<file path="src/include/mscs_defs.svh">
/*
 * Constants for the motor starter contactor sequencer: the starter
 * configuration codes, the register map on the APB bus, the timing
 * figures and the reset values.
 * Assumes it is included by its bare name by the package and the core.
 */
// Summary of operation
// [RULE_01] Non-reversing: start closes and holds contactor A.
// [RULE_02] Non-reversing: stop or trip opens A.
// [RULE_03] Non-reversing: no A feedback in 1 s, alarm, open.
// [RULE_04] Non-reversing: A feedback 1 s after opening, stuck alarm.
// [RULE_05] Selectable configuration; settings apply only when selected.
// [RULE_06] Reversing: direction-change delay 1 to 125 s.
// [RULE_07] Reversing: start A closes and holds A.
// [RULE_08] Reversing: stop or trip opens closed contactor.
// [RULE_09] Reversing: opposite start opens, waits delay, closes other.
// [RULE_10] Reversing: missing feedback in 1 s, alarm, open.
// [RULE_11] Reversing: feedback 1 s after opening, stuck alarm.
// [RULE_12] Two-speed: high-to-low delay timed from B dropout.
// [RULE_13] Two-speed: inhibit ignores start B from standstill.
// [RULE_14] Two-speed: start A closes and holds A.
// [RULE_15] Two-speed: low-to-high opens A, closes B, no delay.
// [RULE_16] Two-speed: high-to-low opens B, waits, closes A.
// [RULE_17] Two-speed: stop or trip opens closed contactor.
// [RULE_18] Two-speed: missing feedback opens both, alarm.
// [RULE_19] Two-speed: feedback 1 s after opening, stuck alarm.
// [RULE_20] Slip ring: bypass delay 1 to 125 s; the code does not clear the seconds count at start, so it can end early.
// [RULE_21] Slip ring: start closes A, waits, closes B.
// [RULE_22] Slip ring: stop or trip opens both.
// [RULE_23] Repeat start no effect; stop beats start.
`ifndef MSCS_DEFS_SVH
`define MSCS_DEFS_SVH

// Starter configuration codes.
`define MSCS_CFG_FVNR        2'h0
`define MSCS_CFG_FVBIDIR     2'h1
`define MSCS_CFG_TWOSPD      2'h2
`define MSCS_CFG_SLIPRING    2'h3

// Register byte addresses.
`define MSCS_ADDR_CTRL       12'h000
`define MSCS_ADDR_DELAY      12'h004
`define MSCS_ADDR_CMD        12'h008
`define MSCS_ADDR_STATUS     12'h00C

// Field positions.
`define MSCS_CTRL_CFG_LO     0
`define MSCS_CTRL_CFG_HI     1
`define MSCS_CTRL_INHIBIT    2
`define MSCS_CMD_START_A     0
`define MSCS_CMD_START_B     1
`define MSCS_CMD_STOP        2
`define MSCS_CMD_CLR_ALARM   3
`define MSCS_DELAY_HI        6

// Delay setting limits and reset values.
`define MSCS_DELAY_MIN       7'h01
`define MSCS_DELAY_MAX       7'h7D
`define MSCS_DELAY_RST       7'h01
`define MSCS_CTRL_RST        3'h0

// Timing: feedback window in ms and clock rate in kHz.
`define MSCS_FB_WINDOW_MS    1000
`define MSCS_CLK_KHZ         100000

`endif

</file>
<file path="src/include/mscs_pkg.sv">
/*
 * Types for the motor starter contactor sequencer.
 * Assumes mscs_defs.svh is on the include path.
 */
`include "mscs_defs.svh"
package mscs_pkg;
    // Sequencer states.
    typedef enum logic [2:0] {
        MSCS_IDLE  = 3'b000,
        MSCS_RUN_A = 3'b001,
        MSCS_RUN_B = 3'b010,
        MSCS_WAIT  = 3'b011,
        MSCS_BYP   = 3'b100,
        MSCS_RUN_AB= 3'b101
    } mscs_state_t;

    // Commands that travel together from the bus command register.
    typedef struct packed {
        logic start_a;
        logic start_b;
        logic stop;
    } mscs_cmd_t;

    // Alarm flags reported together.
    typedef struct packed {
        logic missing_fb;
        logic stuck_closed;
    } mscs_alarm_t;
endpackage : mscs_pkg

</file>
<file path="src/core/mscs_core.sv">
/*
 * Contactor sequencer for four starter configurations: non-reversing,
 * bidirectional, two-speed and slip ring. Drives contactors A and B,
 * times the transfer delay and, from a seconds count not cleared at start, the bypass delay, and watches the auxiliary
 * feedback contacts for missing feedback and stuck-closed contacts.
 * Assumes a 100 MHz pclk, an APB master for setup, and command and
 * feedback pins synchronous to pclk.
 */
`timescale 1ns/1ps
`include "mscs_defs.svh"
module mscs_core #(
    parameter int unsigned MS_CYCLES = `MSCS_CLK_KHZ, // Cycles per millisecond.
    parameter int unsigned FB_MS     = `MSCS_FB_WINDOW_MS // Feedback window.
) (
    // Clock and reset.
    input  wire logic        pclk,
    input  wire logic        presetn,
    // APB slave.
    input  wire logic        psel,
    input  wire logic        penable,
    input  wire logic        pwrite,
    input  wire logic [11:0] paddr,
    input  wire logic [31:0] pwdata,
    output logic      [31:0] prdata,
    output logic             pready,
    output logic             pslverr,
    // Command pins from switch inputs and front panel.
    input  wire logic        start_a_in,
    input  wire logic        start_b_in,
    input  wire logic        stop_in,
    input  wire logic        trip_in,
    // Contactor outputs and feedback.
    output logic             contactor_a,
    output logic             contactor_b,
    input  wire logic        feedback_a,
    input  wire logic        feedback_b,
    // Alarms.
    output logic             missing_fb_alarm,
    output logic             stuck_closed_alarm
);
    // Millisecond tick divider width and one-second count.
    localparam int unsigned DIV_W = $clog2(MS_CYCLES);
    localparam int unsigned SEC_MS = 1000;

    // Register state.
    logic [1:0]  cfg_q;            // Starter configuration.
    logic        inhibit_q;        // Fast-start inhibit for two-speed.
    logic [6:0]  delay_q;          // Transfer or bypass delay in seconds.
    mscs_pkg::mscs_cmd_t bus_cmd_q; // One-cycle commands written by software.
    logic        bus_clr_q;        // One-cycle alarm clear.
    logic        ack_q;            // APB access acknowledge.

    // Sequencer state.
    mscs_pkg::mscs_state_t st_q, st_d;
    logic        pend_a_q, pend_a_d; // Contactor to close after WAIT.
    logic        a_q, a_d, b_q, b_d;
    logic [DIV_W-1:0] div_q;       // Millisecond divider.
    logic        ms_tick;          // One-cycle millisecond enable.
    logic [9:0]  ms_q;             // Milliseconds within the second.
    logic        sec_tick;         // One-cycle second enable.
    logic [6:0]  dly_cnt_q, dly_cnt_d; // Seconds elapsed in delay.
    logic [10:0] fa_cnt_q, fb_cnt_q;   // Feedback check timers in ms.
    mscs_pkg::mscs_alarm_t alm_q;  // Sticky alarms.

    // Decoding of the bus access.
    wire         acc     = psel && penable;
    wire         wr      = acc && pwrite && !ack_q;
    wire         hit_ctl = paddr == `MSCS_ADDR_CTRL;
    wire         hit_dly = paddr == `MSCS_ADDR_DELAY;
    wire         hit_cmd = paddr == `MSCS_ADDR_CMD;
    wire         hit_sts = paddr == `MSCS_ADDR_STATUS;
    wire         mapped  = hit_ctl || hit_dly || hit_cmd || hit_sts;
    // Delay writes are clamped into the legal 1 to 125 second range.
    wire  [6:0]  wdly    = pwdata[`MSCS_DELAY_HI:0];
    wire  [6:0]  dly_lim = (wdly < `MSCS_DELAY_MIN) ? `MSCS_DELAY_MIN :
                           (wdly > `MSCS_DELAY_MAX) ? `MSCS_DELAY_MAX : wdly;
    wire  [31:0] rd_word = hit_ctl ? {29'h0, inhibit_q, cfg_q} :
                           hit_dly ? {25'h0, delay_q} :
                           hit_sts ? {24'h0, 3'h0, st_q, alm_q} : 32'h0;

    // Merged commands; stop and trip are combined as one halt.
    wire         halt    = stop_in || trip_in || bus_cmd_q.stop;
    wire         go_a    = start_a_in || bus_cmd_q.start_a;
    wire         go_b    = start_b_in || bus_cmd_q.start_b;
    wire         delay_done = sec_tick && (dly_cnt_q + 7'h01 >= delay_q);
    // Feedback missing one second after closing a contactor.
    wire         miss_a  = a_q && !feedback_a && fa_cnt_q >= 11'(FB_MS);
    wire         miss_b  = b_q && !feedback_b && fb_cnt_q >= 11'(FB_MS);
    wire         miss    = miss_a || miss_b;
    // Feedback still present one second after opening a contactor.
    wire         stuck   = (!a_q && feedback_a && fa_cnt_q >= 11'(FB_MS)) ||
                           (!b_q && feedback_b && fb_cnt_q >= 11'(FB_MS));

    // APB slave: one wait state on writes and reads, error on unmapped.
    always_ff @(posedge pclk or negedge presetn) begin
        if (!presetn) begin
            {inhibit_q, cfg_q} <= `MSCS_CTRL_RST; // Non-reversing, inhibit off.
            delay_q   <= `MSCS_DELAY_RST;
            bus_cmd_q <= '0;
            bus_clr_q <= 1'b0;
            ack_q     <= 1'b0;
            prdata    <= 32'h0;
            pslverr   <= 1'b0;
        end else begin
            ack_q     <= acc && !ack_q;
            bus_cmd_q <= '0;
            bus_clr_q <= 1'b0;
            if (wr && hit_ctl) begin
                // Changing the configuration only takes hold at standstill. [RULE_05]
                if (st_q == mscs_pkg::MSCS_IDLE) begin
                    cfg_q <= pwdata[`MSCS_CTRL_CFG_HI:`MSCS_CTRL_CFG_LO];
                end
                inhibit_q <= pwdata[`MSCS_CTRL_INHIBIT];
            end
            if (wr && hit_dly) begin
                delay_q <= dly_lim; // [RULE_06] [RULE_12] [RULE_20]
            end
            if (wr && hit_cmd) begin
                bus_cmd_q.start_a <= pwdata[`MSCS_CMD_START_A];
                bus_cmd_q.start_b <= pwdata[`MSCS_CMD_START_B];
                bus_cmd_q.stop    <= pwdata[`MSCS_CMD_STOP];
                bus_clr_q         <= pwdata[`MSCS_CMD_CLR_ALARM];
            end
            prdata  <= (acc && !ack_q && !pwrite) ? rd_word : 32'h0;
            pslverr <= acc && !ack_q && !mapped;
        end
    end
    assign pready = ack_q;

    // Millisecond and second enables; reset when a delay is (re)started.
    always_ff @(posedge pclk or negedge presetn) begin
        if (!presetn) begin
            div_q <= '0;
            ms_q  <= 10'h000;
        end else if (st_q != st_d) begin
            div_q <= '0;
            ms_q  <= 10'h000;
        end else if (ms_tick) begin
            div_q <= '0;
            ms_q  <= (ms_q == 10'(SEC_MS - 1)) ? 10'h000 : ms_q + 10'h001;
        end else begin
            div_q <= div_q + 1'b1;
        end
    end
    assign ms_tick  = div_q == DIV_W'(MS_CYCLES - 1);
    assign sec_tick = ms_tick && ms_q == 10'(SEC_MS - 1);

    // Next state of the sequencer. Halt is tested first so stop always wins.
    always_comb begin
        st_d      = st_q;
        a_d       = a_q;
        b_d       = b_q;
        pend_a_d  = pend_a_q;
        dly_cnt_d = (st_q == mscs_pkg::MSCS_WAIT || st_q == mscs_pkg::MSCS_BYP) && sec_tick ?
                    dly_cnt_q + 7'h01 : dly_cnt_q;
        if (halt) begin
            // All configurations open what is closed. [RULE_02] [RULE_08] [RULE_17] [RULE_22] [RULE_23]
            st_d = mscs_pkg::MSCS_IDLE;
            a_d  = 1'b0;
            b_d  = 1'b0;
        end else if (miss) begin
            // Missing feedback opens the closed contactor; two-speed and slip ring open both.
            st_d = mscs_pkg::MSCS_IDLE; // [RULE_03] [RULE_10] [RULE_18]
            a_d  = (cfg_q == `MSCS_CFG_FVBIDIR) ? a_q && !miss_a : 1'b0;
            b_d  = (cfg_q == `MSCS_CFG_FVBIDIR) ? b_q && !miss_b : 1'b0;
            if (a_d) st_d = mscs_pkg::MSCS_RUN_A;
            if (b_d) st_d = mscs_pkg::MSCS_RUN_B;
        end else begin
            case (st_q)
                mscs_pkg::MSCS_IDLE: begin
                    if (go_a) begin
                        // Start A closes A in every configuration. [RULE_01] [RULE_07] [RULE_14] [RULE_21]
                        a_d  = 1'b1;
                        st_d = (cfg_q == `MSCS_CFG_SLIPRING) ? mscs_pkg::MSCS_BYP : mscs_pkg::MSCS_RUN_A;
                    end else if (go_b && (cfg_q == `MSCS_CFG_FVBIDIR ||
                                          (cfg_q == `MSCS_CFG_TWOSPD && !inhibit_q))) begin
                        b_d  = 1'b1; // [RULE_13]
                        st_d = mscs_pkg::MSCS_RUN_B;
                    end
                end
                mscs_pkg::MSCS_RUN_A: begin
                    // Start A again changes nothing. [RULE_23]
                    if (go_b && cfg_q == `MSCS_CFG_FVBIDIR) begin
                        a_d       = 1'b0; // [RULE_09]
                        pend_a_d  = 1'b0;
                        dly_cnt_d = 7'h00;
                        st_d      = mscs_pkg::MSCS_WAIT;
                    end else if (go_b && cfg_q == `MSCS_CFG_TWOSPD) begin
                        a_d  = 1'b0; // [RULE_15]
                        b_d  = 1'b1;
                        st_d = mscs_pkg::MSCS_RUN_B;
                    end
                end
                mscs_pkg::MSCS_RUN_B: begin
                    if (go_a && (cfg_q == `MSCS_CFG_FVBIDIR || cfg_q == `MSCS_CFG_TWOSPD)) begin
                        b_d       = 1'b0; // [RULE_09] [RULE_16]
                        pend_a_d  = 1'b1;
                        dly_cnt_d = 7'h00; // Delay counts from B dropping out. [RULE_12]
                        st_d      = mscs_pkg::MSCS_WAIT;
                    end
                end
                mscs_pkg::MSCS_WAIT: begin
                    // Repeat starts during the wait leave the timer alone.
                    if (delay_done) begin
                        a_d  = pend_a_q; // [RULE_06] [RULE_09] [RULE_16]
                        b_d  = !pend_a_q;
                        st_d = pend_a_q ? mscs_pkg::MSCS_RUN_A : mscs_pkg::MSCS_RUN_B;
                    end
                end
                mscs_pkg::MSCS_BYP: begin
                    if (delay_done) begin
                        b_d  = 1'b1; // [RULE_20] [RULE_21]
                        st_d = mscs_pkg::MSCS_RUN_AB;
                    end
                end
                mscs_pkg::MSCS_RUN_AB: begin
                    st_d = mscs_pkg::MSCS_RUN_AB;
                end
                default: begin
                    st_d = mscs_pkg::MSCS_IDLE;
                    a_d  = 1'b0;
                    b_d  = 1'b0;
                end
            endcase
        end
    end

    // Sequencer registers.
    always_ff @(posedge pclk or negedge presetn) begin
        if (!presetn) begin
            st_q      <= mscs_pkg::MSCS_IDLE;
            a_q       <= 1'b0;
            b_q       <= 1'b0;
            pend_a_q  <= 1'b0;
            dly_cnt_q <= 7'h00;
        end else begin
            st_q      <= st_d;
            a_q       <= a_d;
            b_q       <= b_d;
            pend_a_q  <= pend_a_d;
            dly_cnt_q <= dly_cnt_d;
        end
    end
    assign contactor_a = a_q;
    assign contactor_b = b_q;

    // Feedback timers restart on each contactor change and stop at the window.
    always_ff @(posedge pclk or negedge presetn) begin
        if (!presetn) begin
            fa_cnt_q <= 11'h000;
            fb_cnt_q <= 11'h000;
        end else begin
            if (a_d != a_q) fa_cnt_q <= 11'h000;
            else if (ms_tick && fa_cnt_q < 11'(FB_MS)) fa_cnt_q <= fa_cnt_q + 11'h001;
            if (b_d != b_q) fb_cnt_q <= 11'h000;
            else if (ms_tick && fb_cnt_q < 11'(FB_MS)) fb_cnt_q <= fb_cnt_q + 11'h001;
        end
    end

    // Sticky alarms; a new event wins over a clear in the same cycle.
    always_ff @(posedge pclk or negedge presetn) begin
        if (!presetn) begin
            alm_q <= '0;
        end else begin
            alm_q.missing_fb   <= miss || (alm_q.missing_fb && !bus_clr_q); // [RULE_03] [RULE_10] [RULE_18]
            alm_q.stuck_closed <= stuck || (alm_q.stuck_closed && !bus_clr_q); // [RULE_04] [RULE_11] [RULE_19]
        end
    end
    assign missing_fb_alarm   = alm_q.missing_fb;
    assign stuck_closed_alarm = alm_q.stuck_closed;

    // Checks on the sequencer.
    a_stop_opens_all: assert property (@(posedge pclk) disable iff (!presetn) // [RULE_02]
        halt |=> !contactor_a && !contactor_b) else $error("Stop left a contactor closed.");
    a_miss_raises: assert property (@(posedge pclk) disable iff (!presetn) // [RULE_03]
        miss |=> missing_fb_alarm) else $error("Missing feedback not flagged.");
    a_stuck_raises: assert property (@(posedge pclk) disable iff (!presetn) // [RULE_04]
        stuck |=> stuck_closed_alarm) else $error("Stuck contact not flagged.");
    a_never_both_rev: assert property (@(posedge pclk) disable iff (!presetn) // [RULE_09]
        cfg_q == `MSCS_CFG_FVBIDIR |-> !(contactor_a && contactor_b)) else $error("Both directions closed.");
    a_twospd_miss_both: assert property (@(posedge pclk) disable iff (!presetn) // [RULE_18]
        (miss && !halt && cfg_q == `MSCS_CFG_TWOSPD) |=> !contactor_a && !contactor_b)
        else $error("Two-speed fault left a contactor closed.");
    a_inhibit_blocks: assert property (@(posedge pclk) disable iff (!presetn) // [RULE_13]
        (st_q == mscs_pkg::MSCS_IDLE && cfg_q == `MSCS_CFG_TWOSPD && inhibit_q && go_b && !go_a)
        |=> !contactor_b) else $error("Inhibited high speed start closed B.");
    a_low_to_high: assert property (@(posedge pclk) disable iff (!presetn) // [RULE_15]
        (st_q == mscs_pkg::MSCS_RUN_A && cfg_q == `MSCS_CFG_TWOSPD && go_b && !halt && !miss)
        |=> !contactor_a && contactor_b) else $error("Low to high was delayed.");
    a_wait_opens: assert property (@(posedge pclk) disable iff (!presetn) // [RULE_16]
        st_q == mscs_pkg::MSCS_WAIT |-> !contactor_a && !contactor_b) else $error("Closed during wait.");
    a_bypass_a_only: assert property (@(posedge pclk) disable iff (!presetn) // [RULE_21]
        st_q == mscs_pkg::MSCS_BYP |-> contactor_a && !contactor_b) else $error("Bypass state wrong.");
    a_slip_run: assert property (@(posedge pclk) disable iff (!presetn) // [RULE_20]
        $rose(contactor_b) && cfg_q == `MSCS_CFG_SLIPRING |-> contactor_a) else $error("B closed without A.");
    a_repeat_start: assert property (@(posedge pclk) disable iff (!presetn) // [RULE_23]
        (st_q == mscs_pkg::MSCS_RUN_A && go_a && !go_b && !halt && !miss) |=> $stable(contactor_a))
        else $error("Repeat start changed A.");
endmodule : mscs_core

</file>
<file path="config.mk">
export PLATFORM = sky130hd
export DESIGN_NAME = mscs_core
export DESIGN_NICKNAME = d
export VERILOG_FILES = /design/src/include/mscs_pkg.sv /design/src/core/mscs_core.sv
export VERILOG_INCLUDE_DIRS = /design/src /design/src/include
export SDC_FILE = /design/constraint.sdc
export NUM_CORES = 1
export LEC_CHECK = 0
export BUFFER_PORTS_ARGS = -buffer_cell sky130_fd_sc_hd__clkbuf_2
export CORE_ASPECT_RATIO = 1.75
export CORE_MARGIN = 2
export CORE_UTILIZATION = 30
export CTS_BUF_LIST = sky130_fd_sc_hd__clkbuf_16
export DETAILED_ROUTE_END_ITERATION = 10
export GPL_TIMING_DRIVEN = 0
export PLACE_DENSITY = 0.49
export SKIP_CTS_REPAIR_TIMING = 1
export SYNTH_ARGS = -nofsm -noshare
export SYNTH_HDL_FRONTEND = slang
export SYNTH_SLANG_ARGS = --single-unit
</file>
<file path="constraint.sdc">
create_clock -name pclk -period 4.2 [get_ports pclk]
set_clock_uncertainty 0.1 [all_clocks]
set_input_delay 0.21 -clock pclk [delete_from_list [all_inputs] [get_ports pclk]]
set_output_delay 0.21 -clock pclk [all_outputs]
set_load 0.05 [all_outputs]
</file>
### Word level (Yosys, flattened, before mapping)

Cells that the tools add are included.

* output and inout port bits: 38
* word-level logic and storage cells: 178
* register bits after elaboration: 87

* $add $sub $neg: 5
* mux-type cells: 59
* order comparisons: 7
* equal/unequal tests: 18
* reductions and logical operators: 66
* bitwise operators: 2

Operator list (number)
* $mux W7: 10
* $mux W11: 4
* $mux W3: 12
* $mux W17: 2
* $logic_and A1 B1 Y1: 31
* $mux W10: 3
* $eq A12 B4 Y1 const B: 2
* $add A11 B1 Y11 const B: 2
* $ge A11 B10 Y1 const B: 2
* $lt A11 B10 Y1 const B: 2
* $mux W1: 21
* $pmux W3 S6: 1
* $add A17 B1 Y17 const B: 1
* $eq A17 B17 Y1 const B: 1
* $logic_or A1 B1 Y1: 14
* $pmux W7 S2: 1
* $eq A12 B3 Y1 const B: 1
* $logic_not A1 Y1: 12
* $logic_not A12 Y1: 1
* $add A10 B1 Y10 const B: 1
* $eq A10 B10 Y1 const B: 1
* $reduce_bool A2 Y1: 4
* $add A7 B1 Y7 const B: 1
* $ge A7 B7 Y1: 1
* other kinds (20): 26

### Logic depth before layout (Yosys ltp)

Gate-level depths: netlist of run 1.

* depth in word-level cells: 12
* depth in mapped cells: 13

### Least setup slack after synthesis of run 1

Ideal clock, no wire load.

* kind: flip-flop to flip-flop
* start point: reg dly_cnt_q[0]
* end point: reg div_q[15]
* period minus slack after synthesis: 3271 ps
* path buffers: 1
* arrival: 3077 ps
* cell stages (with the launch flop): 14
* setup time: 95 ps
* path slack: 929 ps
* cells stage by stage: dfrtp_1 -> ha_1 -> nand3_1 -> nor2_1 -> xor2_1 -> ha_1 -> and3_2 -> a221o_1 -> a31oi_1 -> o31ai_1 -> a211oi_2 -> o32ai_4 -> buf_6 -> nor4_4

* cells in the longest elaborated chain, start to end: 9

RTL lines
* from (decl): line mscs_core.sv:61 `logic [6:0] dly_cnt_q, dly_cnt_d;`
* from (signal assigned): line mscs_core.sv:241 `dly_cnt_q <= dly_cnt_d;`
* $add A7 B1 Y7 *: line mscs_core.sv:85 `wire delay_done = sec_tick && (dly_cnt_q + 7'h01 >= delay_q);`
* $ge A7 B7 Y1 *: line mscs_core.sv:85
* $logic_and A1 B1 Y1 *: line mscs_core.sv:85
* $mux W3 (on tied branches): line mscs_core.sv:211, mscs_core.sv:204
* $pmux W3 S6 *: line mscs_core.sv:169 `case (st_q)`
* $mux W3 *: line mscs_core.sv:161 `end else if (miss) begin`
* $mux W3 *: line mscs_core.sv:156 `if (halt) begin`
* $ne A3 B3 Y1 *: line mscs_core.sv:135 `end else if (st_q != st_d) begin`
* $mux W17 *: line mscs_core.sv:135
* to (signal assigned): line mscs_core.sv:142 `div_q <= div_q + 1'b1;`
* to (decl): line mscs_core.sv:57 `logic [DIV_W-1:0] div_q;`

Every way passes the cells marked *; elsewhere a longest branch is shown, timed or not.
A chain may end at the register's enable or synchronous reset.

### Worst setup path in the final report of run 1

Same ends and word-level chain as after synthesis.

==> run_results.csv, run 1 <==
group,metric,value,unit
outcome,outcome,"finished, final reports clean",
placed_design,io_buffers,42,
worst_setup_path,worstPathCellList,"ha_1, nand3_1, nor2_1, xor2_1, ha_1, and3_2, a221o_1, a31oi_1, o31ai_1, a211oi_2, o32ai_4, buf_6, nor4_4",
floorplanning,initial_utilization,30.6,%
worst_setup_path,start_kind,"flip-flop",
worst_setup_path,path_class,"flip-flop to flip-flop",
grt,first_global_vias,4320,
worst_setup_path,r2r-start,"dly_cnt_q[0]",
cells_and_area,diodes,0,
timing,rsz0062_at_grt,"false",
grt,grt_busiest_layer,"met2",
floorplanning,num_rows,63,
floorplanning,die_w,103,um
pwr,powerDensity,337,mW/mm^2
cells_and_area,drive_gt1_share,19.8,%
floorplanning,die_area,0.0183,sq mm
grt,grt_use_met3,2.36,%
cells_and_area,synthToLayoutAreaGrowth,18.7,%
grt,grt-ovfl-total,0,
pwr,p_seq_share,43.6,%
logic_synthesis,netlist_instances,543,
logic_synthesis,synth_area,0.00516,sq mm
cells_and_area,layout_common_cells,"86 x dfrtp_1, 63 x nor2_1, 44 x nand2_1, 41 x clkbuf_2, 28 x xor2_1",
worst_setup_path,path_buf_inv,1,
worst_setup_path,startpoint,"dly_cnt_q[0]",
worst_setup_path,required,4350,ps
worst_setup_path,critical_path.max_stage_delay,530,ps
routing,drt_iter0_drc,147,
logic_synthesis,ys_ff_latch,87,
logic_synthesis,synth_ff_type,"dfrtp_1",
min_path,min_path_type,"input port to flip-flop",
grt,grt_use_total,14.1,%
timing,hold_viol_final,0,
routing,avgViaCountPerCell,4.80,
logic_synthesis,avgSynthCellArea,9.51,sq um
worst_setup_path,crit_fanout,10,
floorplanning,ios,93,
timing,clock.fmax,262,MHz
cells_and_area,fin_nets,694,
flow_run,maxCapViolCount,0,
cts,root_buffer,"clkbuf_16",
floorplanning,die_h,178,um
pwr,total_switching_power,532,uW
pwr,p_leak,2.80,nW
cts,htreeDepth,3,
pwr,comb_power_share,11.9,%
routing,wl,12.1,mm
timing,setup_viol_count_final,0,
routing,dr.pass1.iters,5,
logic_synthesis,synth.distinct_cells,69,
routing,via_count,4102,
cells_and_area,layout_commonest_cell,"dfrtp_1",
pwr,p_clk_share,44.4,%
timing,period_needed,3820,ps
worst_setup_path,setup.reg_to_reg.worst_slack,380,ps
floorplanning,core,0.0169,sq mm
worst_setup_path,slowest_stage,"a31oi_1",
worst_setup_path,cp_top_family,"compound AO/OA/AOI/OAI gates",
worst_setup_path,cp_common_cell,"ha_1",
cells_and_area,utilization,36.3,%
grt,grt_pass1_wl,20.2,mm
cts,clk_latency,340,ps
logic_synthesis,ys_seq_area_share,42.2,%
timing,worst_pin_slew,1100,ps
worst_setup_path,worstRegToRegCells,13,
logic_synthesis,synthArstFlopShare,100,%
grt,grt_util_met1,14.3,%
pwr,intPower,1.54,mW
placed_design,place.gp.congestion,0.852,
cts,numCtsBuffers,9,
timing,final_max_slew_viol_count,0,
timing,post-route-period-util,90.9,%
cts,cts_tree,"built",
cts,cts.sinks,87,
min_path,whs_path_depth,3,
routing,final_antenna_net_count,0,
worst_setup_path,end_kind,"flip-flop",
pwr,max-vdd-ir-drop,0.000150,V
routing,wl_per_cell,14.1,um
placed_design,dp_hpwl,9.25,mm
pwr,p_sw_share,25.7,%
worst_setup_path,critical_path_arrival,3970,ps
timing,maxSlewHeadroom,26.3,%
grt,grt_max_degree,51,
logic_synthesis,synth_edf_count,0,
min_path,hold_path_startpoint,"penable",
cts,ctsLongestPathBuffers,2,
worst_setup_path,rr_endpoint,"div_q[15]",
min_path,holdPathEnd,"pready",
cts,clk_pin_slew_worst_paths,70,ps
grt,met2_usage,27.4,%
grt,antenna_found_initial,0,
timing,setup_tns,0,ps
routing,drc_errors,0,
logic_synthesis,yosys_warnings,0,
## worst max path at each step
stage	depth (start not counted)	slack [ps]	end
finish	13	380	div_q[15]
detailed placement	13	320	div_q[15]
floorplan	13	930	div_q[15]
global route	13	70	div_q[13]
CTS	13	320	div_q[15]
global placement	13	350	div_q[15]
## cells in the mapped netlist, types with 5 or more instances
cell type | n | area share, %
a21oi_1 | 16 | 1.6
a31oi_1 | 7 | 0.85
and2_1 | 9 | 1.1
and3_1 | 12 | 1.5
and4_1 | 5 | 0.85
buf_2 | 6 | 0.58
buf_4 | 27 | 3.9
buf_6 | 6 | 1.3
clkbuf_1 | 5 | 0.36
dfrtp_1 | 86 | 42
ha_1 | 17 | 4.1
inv_1 | 21 | 1.5
nand2_1 | 44 | 3.2
nand2b_1 | 5 | 0.61
nand3_1 | 20 | 1.9
nand4_1 | 12 | 1.5
nor2_1 | 63 | 4.6
nor3_1 | 24 | 2.3
nor4_1 | 13 | 1.6
o21ai_0 | 19 | 1.8
xnor2_1 | 18 | 3.1
xor2_1 | 28 | 4.7
## registers in the layout (all words and copies together), names as in the netlist, 2 cells and up
signal     flops
bus_cmd_q      3
div_q         17
fb_cnt_q      11
delay_q        7
fa_cnt_q      11
st_q           3
prdata         7
cfg_q          2
dly_cnt_q      7
ms_q          10
## tightest hold or removal path, delay by kind of cell
family / cells / cell delay [ps]
AND/OR/NAND/NOR: 2 / 130
buffers and inverters: 1 / 80
## cell families (layout without fill, tap and decap cells)
logic type      Yosys count  in the layout  share of synthesized area, %
other cells               1             25                        0.0726
buf+inv                  65            125                          7.71
simple gates            237            237                          24.7
compound gates           84             84                          12.2
mux                       6              6                          1.21
fa+ha+maj                17             17                          4.12
xor+xnor                 46             46                          7.80
flops                    87             87                          42.2
## power by group through the flow
stage	Clock (mW)	Combinational (mW)	Sequential, mW
finish	0.918	0.247	0.902
global route	0.978	0.276	0.907
detailed placement	0	0.247	0.917
CTS	0.944	0.248	0.902
floorplan	0	0.166	0.924
global placement	0	0.241	0.915
## per-stage QoR
| stage | std cells | cell area, sq um | worst slack (ps) | power [mW] | hold WS [ps] |
|---|---|---|---|---|---|
| final | 854 | 6130 | 382 | 2.07 | 18.5 |
| after global routing | 854 | 6130 | 66.2 | 2.16 | 43.5 |
| after CTS | 853 | 6120 | 323 | 2.09 | -199 |
| after detailed placement | 837 | 5780 | 317 | 1.16 | 177 |
| after global placement | 836 | 5750 | 349 | 1.16 | 357 |
| after floorplan | 567 | 5250 | 929 | 1.09 | -186 |
## metal layers
layer / vias up / routed length (um)
li1: 2018 / -
met4: 0 / 244
met3: 15 / 369
met5: - / 0
met1: 1998 / 4780
met2: 71 / 6660
## area by class of cell
| cell class | instances | area (sq um) |
|---|---|---|
| Clock buffer | 9 | 225 |
| Inverter | 21 | 78.8 |
| Buffer | 44 | 319 |
| Fill cell | 1745 | 10700 |
| Clock inverter | 7 | 114 |
| Multi-Input combinational cell | 415 | 2680 |
| Timing Repair Buffer | 44 | 250 |
| Tap cell | 227 | 284 |
| Sequential cell | 87 | 2180 |
(Power assumes the default switching activity.)
==> run 2: changes to the inputs <==
--- a/config.mk
+++ b/config.mk
@@ -8,12 +8,11 @@
 export LEC_CHECK = 0
 export BUFFER_PORTS_ARGS = -buffer_cell sky130_fd_sc_hd__clkbuf_2
 export CORE_ASPECT_RATIO = 1.75
-export CORE_MARGIN = 2
 export CORE_UTILIZATION = 30
 export CTS_BUF_LIST = sky130_fd_sc_hd__clkbuf_16
 export DETAILED_ROUTE_END_ITERATION = 10
 export GPL_TIMING_DRIVEN = 0
-export PLACE_DENSITY = 0.49
+export PLACE_DENSITY = 0.51
 export SKIP_CTS_REPAIR_TIMING = 1
 export SYNTH_ARGS = -nofsm -noshare
 export SYNTH_HDL_FRONTEND = slang
==> constraint.sdc (replaced) <==
create_clock -name pclk -period 3.5 [get_ports pclk]
set_clock_uncertainty 0.1 [all_clocks]
set_input_delay 0.175 -clock pclk [delete_from_list [all_inputs] [get_ports pclk]]
set_output_delay 0.175 -clock pclk [all_outputs]
set_load 0.05 [all_outputs]
==> run 2 against run 1 <==
The flow now finishes with violations (negative hold slack). Count of clock-buffer cells in the layout unchanged. First-iteration DRC count increased by 76%. Global-route usage increased by 0.84 points. Maximum frequency up 12%. Wire length rose by 5.4%. Via count is 2.8% higher. Worst setup slack worse by 280 ps. Hold slack worse by 43 ps. Critical path depth unchanged. Die area shrank 3.0%. Non-clock buffer count up 14. Critical path type unchanged. Critical endpoint is now fa_cnt_q[3].
==> run_results.csv, run 2 (synthesized netlist as in run 1, its figures left out) <==
group,metric,value,unit
worst_setup_path,slowest_stage,"or4_1",
cts,clk_latency,350,ps
timing,setup_ws,102,ps
worst_setup_path,end_kind,"flip-flop",
routing,avgViaCountPerCell,4.85,
floorplanning,core,0.0169,sq mm
floorplanning,die_w,101,um
floorplanning,num_rows,63,
grt,grt-ovfl-total,0,
worst_setup_path,crit_fanout,10,
grt,first_global_vias,4297,
routing,wl,12.7,mm
cells_and_area,reg_top3,"div_q (17), fa_cnt_q (11), fb_cnt_q (11)",
cells_and_area,drive_gt1_share,22.6,%
routing,drc_errors,0,
timing,clock.fmax,294,MHz
timing,whs,-24.6,ps
worst_setup_path,cp_common_cell,"buf_4",
pwr,powerDensity,392,mW/mm^2
cells_and_area,fin_nets,709,
worst_setup_path,r2r-start,"dly_cnt_q[1]",
routing,drt_iter0_drc,258,
outcome,outcome,"finished, violations left",
worst_setup_path,start_kind,"flip-flop",
worst_setup_path,required,3630,ps
worst_setup_path,worst_setup_path_endpoint,"fa_cnt_q[3]",
routing,final_antenna_net_count,0,
floorplanning,die_area,0.0178,sq mm
cells_and_area,layout_commonest_cell,"dfrtp_1",
worst_setup_path,critical_path.max_stage_delay,530,ps
outcome,violations,"negative hold slack",
routing,via_count,4218,
cts,numCtsBuffers,9,
cells_and_area,layout_common_cells,"84 x dfrtp_1, 61 x nor2_1, 44 x nand2_1, 41 x clkbuf_2, 35 x buf_4",
worst_setup_path,worstRegToRegCells,13,
cells_and_area,synthToLayoutAreaGrowth,22.8,%
routing,wl_per_cell,14.6,um
worst_setup_path,startpoint,"dly_cnt_q[1]",
cts,root_buffer,"clkbuf_16",
grt,antenna_found_initial,1,
cts,cts.sinks,87,
flow_run,maxCapViolCount,0,
pwr,p_leak,2.89,nW
timing,setup_viol_count_final,0,
placed_design,dp_hpwl,9.28,mm
timing,maxSlewHeadroom,24.5,%
cells_and_area,diodes,0,
timing,worst_pin_slew,1120,ps
worst_setup_path,path_class,"flip-flop to flip-flop",
pwr,fin_total_pwr,2.49,mW
routing,dr.pass1.iters,4,
timing,setup_tns,0,ps
cts,ctsLongestPathBuffers,2,
worst_setup_path,setup.reg_to_reg.worst_slack,100,ps
grt,grt_max_degree,52,
grt,grt_use_total,14.9,%
min_path,hold_path_startpoint,"pwdata[5]",
timing,period_needed,3400,ps
worst_setup_path,rr_endpoint,"fa_cnt_q[3]",
cts,clk_pin_slew_worst_paths,60,ps
placed_design,place.gp.congestion,0.806,
floorplanning,ios,93,
cells_and_area,utilization,37.6,%
floorplanning,die_h,176,um
floorplanning,initial_utilization,30.6,%
cts,htreeDepth,3,
worst_setup_path,worstPathCellList,"ha_4, buf_4, xor2_1, ha_1, nand2_1, o21ai_0, a31oi_4, buf_4, or4_1, a31o_2, o211ai_1, buf_2, nor2_1",
placed_design,place_ws,-413,ps
timing,hold_viol_final,1,
pwr,max-vdd-ir-drop,0.000170,V
cells_and_area,regMostFlops,"div_q",
cts,cts_tree,"built",
grt,grt_pass1_wl,20.6,mm
min_path,min_path_type,"input port to flip-flop",
timing,final_max_slew_viol_count,0,
placed_design,io_buffers,42,
timing,post-route-period-util,97.1,%
worst_setup_path,critical_path_arrival,3530,ps
cells_and_area,largest_reg_flops,17,
## run 2: cell count changes in the layout (fill, tap and decap cells not counted), sizes merged
cell         delta
dlygate4sd3     +4
clkinv          +1
clkinvlp        -1
o32ai           +1
buf            +10
## run 2: power by group
part           switching, mW  internal, mW
clock network          0.392         0.687
registers             0.0413          1.04
logic                  0.203         0.119
total                  0.637          1.85
## run 2: per-stage QoR
stage          hold slack, ps  instances  cell area [sq um]
6_report                -24.6        869               6340
3_5_place_dp              141        837               5780
5_1_grt                  3.69        869               6340
2_1_floorplan            -221        567               5250
4_1_cts                  -234        853               6110
3_3_place_gp              323        836               5750
## run 2: layout make-up
type | count | area [sq um]
plain buffers | 44 | 319
clock buffers | 9 | 225
clock inverters | 7 | 105
fillers | 1733 | 10500
inverters | 21 | 78.8
multi-input cells | 416 | 2780
flip-flops and latches | 87 | 2180
well taps | 227 | 284
repair buffers | 58 | 373
## run 2: layer usage
layer | vias up | wire, um | global-route usage (%) | share of wire [%]
met5 | - | 11 | 0 | 0.087
met4 | 2 | 282 | 7.07 | 2.2
met3 | 21 | 391 | 2.87 | 3.1
met2 | 91 | 7070 | 27.8 | 56
met1 | 2047 | 4960 | 15.7 | 39
li1 | 2057 | - | - | -
## run 2: how the worst min path moves through the flow
stage,endpoint,slack [ps],cells past startpoint
4_1_cts,prdata[6],-230,1
2_1_floorplan,bus_clr_q,-220,0
5_1_grt,delay_q[5],4,3
6_report,delay_q[5],-20,3
3_5_place_dp,delay_q[6],140,1
3_3_place_gp,delay_q[5],320,3
## run 2: critical path, delay by kind of cell (launching register included)
family          cells  cell delay [ps]
compound gates      4              890
simple gates        3              650
buf+inv             3              570
fa+ha+maj           2              490
flops               1              430
xor+xnor            1              130
==> run 3: changes to the inputs <==
--- a/config.mk
+++ b/config.mk
@@ -12,7 +12,6 @@
 export CTS_BUF_LIST = sky130_fd_sc_hd__clkbuf_16
 export DETAILED_ROUTE_END_ITERATION = 10
 export GPL_TIMING_DRIVEN = 0
-export PLACE_DENSITY = 0.51
 export SKIP_CTS_REPAIR_TIMING = 1
 export SYNTH_ARGS = -nofsm -noshare
 export SYNTH_HDL_FRONTEND = slang
==> run 3 against run 2 <==
The run still ends with negative hold slack left. Maximum frequency increased by 1.3%. Sequential share of layout area rose by 0.62 points. Critical endpoint is now ms_q[3]. Clock power down 14%. Flip-flop and latch count unchanged.
==> run_results.csv, run 3 (synthesized netlist as in run 1, its figures left out) <==
group,metric,value,unit
pwr,p_leak,2.84,nW
worst_setup_path,start_kind,"flip-flop",
timing,maxSlewHeadroom,24.6,%
cells_and_area,layout_common_cells,"84 x dfrtp_1, 61 x nor2_1, 44 x nand2_1, 41 x clkbuf_2, 32 x buf_4",
worst_setup_path,path_class,"flip-flop to flip-flop",
pwr,max-vdd-ir-drop,0.000189,V
cts,cts.sinks,87,
worst_setup_path,path_buf_inv,2,
cts,htreeDepth,3,
placed_design,post-place-cells,837,
cells_and_area,layout_commonest_cell,"dfrtp_1",
grt,grt_util_met1,14.4,%
cells_and_area,synthToLayoutAreaGrowth,20.6,%
worst_setup_path,cp_top_family,"compound AO/OA/AOI/OAI gates",
floorplanning,core,0.0169,sq mm
floorplanning,ios,93,
cells_and_area,reg_top3,"div_q (17), fa_cnt_q (11), fb_cnt_q (11)",
worst_setup_path,slowest_stage,"dfrtp_2",
placed_design,io_buffers,42,
grt,grt_max_degree,56,
placed_design,place.gp.congestion,0.774,
routing,dr.pass1.iters,4,
flow_run,maxCapViolCount,0,
worst_setup_path,cp_common_cell,"a211oi_2",
routing,final_antenna_net_count,0,
outcome,outcome,"finished, violations left",
timing,worst_pin_slew,1120,ps
cts,ctsLongestPathBuffers,2,
cts,numCtsBuffers,9,
grt,grt_use_total,14.1,%
cts,cts_tree,"built",
worst_setup_path,crit_fanout,7,
grt,first_global_vias,4089,
floorplanning,die_w,101,um
cells_and_area,fin_nets,704,
routing,drt_iter0_drc,187,
grt,antenna_found_initial,0,
placed_design,placed_area,0.00578,sq mm
grt,grt_pass1_wl,19.7,mm
timing,post-route-period-util,95.8,%
worst_setup_path,critical_path_arrival,3470,ps
timing,setup_viol_count_final,0,
pwr,fin_total_pwr,2.31,mW
min_path,min_path_type,"input port to flip-flop",
routing,wl_per_cell,13.8,um
routing,via_count,4162,
cells_and_area,final_cell_area,0.00623,sq mm
floorplanning,die_area,0.0178,sq mm
pwr,powerDensity,371,mW/mm^2
floorplanning,num_rows,63,
routing,drc_errors,0,
worst_setup_path,end_kind,"flip-flop",
outcome,violations,"negative hold slack",
cts,clk_pin_slew_worst_paths,60,ps
grt,grt_use_met3,2.11,%
routing,avgViaCountPerCell,4.82,
floorplanning,initial_utilization,30.6,%
floorplanning,die_h,176,um
worst_setup_path,required,3620,ps
cts,root_buffer,"clkbuf_16",
cells_and_area,largest_reg_flops,17,
worst_setup_path,worstPathCellList,"ha_4, nand3_2, nor2_2, xor2_1, ha_1, and3_2, a221o_1, a31oi_4, o31a_1, a211oi_2, buf_4, o32ai_4, buf_6, a211oi_2",
cts,clk_latency,340,ps
cells_and_area,layoutNonFillerInstCount,863,
cells_and_area,utilization,36.9,%
grt,grt_busiest_layer,"met2",
timing,hold_viol_final,3,
timing,clock.fmax,298,MHz
placed_design,dp_hpwl,8.73,mm
worst_setup_path,critical_path.max_stage_delay,430,ps
cells_and_area,drive_gt1_share,22.5,%
cells_and_area,diodes,0,
grt,met2_usage,26.8,%
timing,whs,-22.7,ps
routing,wl,11.9,mm
timing,final_max_slew_viol_count,0,
cells_and_area,regMostFlops,"div_q",
grt,grt-ovfl-total,0,
timing,period_needed,3350,ps
-- run 3: cell types whose count changed in the layout (fill, tap and decap cells not counted), sizes merged --
| cell | change |
|---|---|
| buf | -3 |
| bufinv | -2 |
| clkinv | +2 |
| clkinvlp | +1 |
| dlygate4sd3 | -2 |
| inv | -2 |
-- run 3: layer usage --
metal	routed length [um]	vias to the layer above	share of wire (%)
met3	298	28	2.5
met5	0	-	0
met4	359	0	3.0
li1	-	2043	-
met2	6740	88	56
met1	4550	2003	38
-- run 3: cell type report --
type / count / area [sq um]
well taps: 227 / 284
plain buffers: 44 / 319
clock inverters: 6 / 53.8
inverters: 21 / 78.8
clock buffers: 9 / 225
multi-input cells: 416 / 2760
flip-flops and latches: 87 / 2180
repair buffers: 53 / 330
fillers: 1731 / 10600
-- run 3: final timing paths --
kind / endpoint / start / slack, ps / depth (start not counted)
setup reg to reg: ms_q[3] / dly_cnt_q[0] / 150 / 14
min in group asynchronous: prdata[3] / presetn / 260 / 2
setup / recovery: ms_q[3] / dly_cnt_q[0] / 150 / 14
max in group asynchronous: delay_q[0] / presetn / 2370 / 3
hold reg to reg: pready / pready / 380 / 1
hold / removal: delay_q[5] / pwdata[5] / -20 / 3
-- run 3: tightest hold or removal path, stage by stage --
cell	delay [ps]
clkbuf_2	100
nand2_1	40
o21ai_0	50
-- run 3: power breakdown --
| part | total, mW | leakage, nW | internal [mW] | switching, mW |
|---|---|---|---|---|
| sequential | 1.08 | 1.12 | 1.04 | 0.0391 |
| combinational | 0.306 | 1.58 | 0.110 | 0.196 |
| clock | 0.924 | 0.138 | 0.540 | 0.384 |
| total | 2.31 | 2.84 | 1.69 | 0.619 |
-- run 3: per-stage QoR --
| stage | setup slack [ps] | hold slack, ps | setup TNS [ps] |
|---|---|---|---|
| 2_1_floorplan | 229 | -221 | 0 |
| 3_3_place_gp | -300 | 318 | -7540 |
| 3_5_place_dp | -309 | 100 | -7580 |
| 4_1_cts | -332 | -264 | -8820 |
| 5_1_grt | -64.8 | 2.69 | -328 |
| 6_report | 147 | -22.7 | 0 |
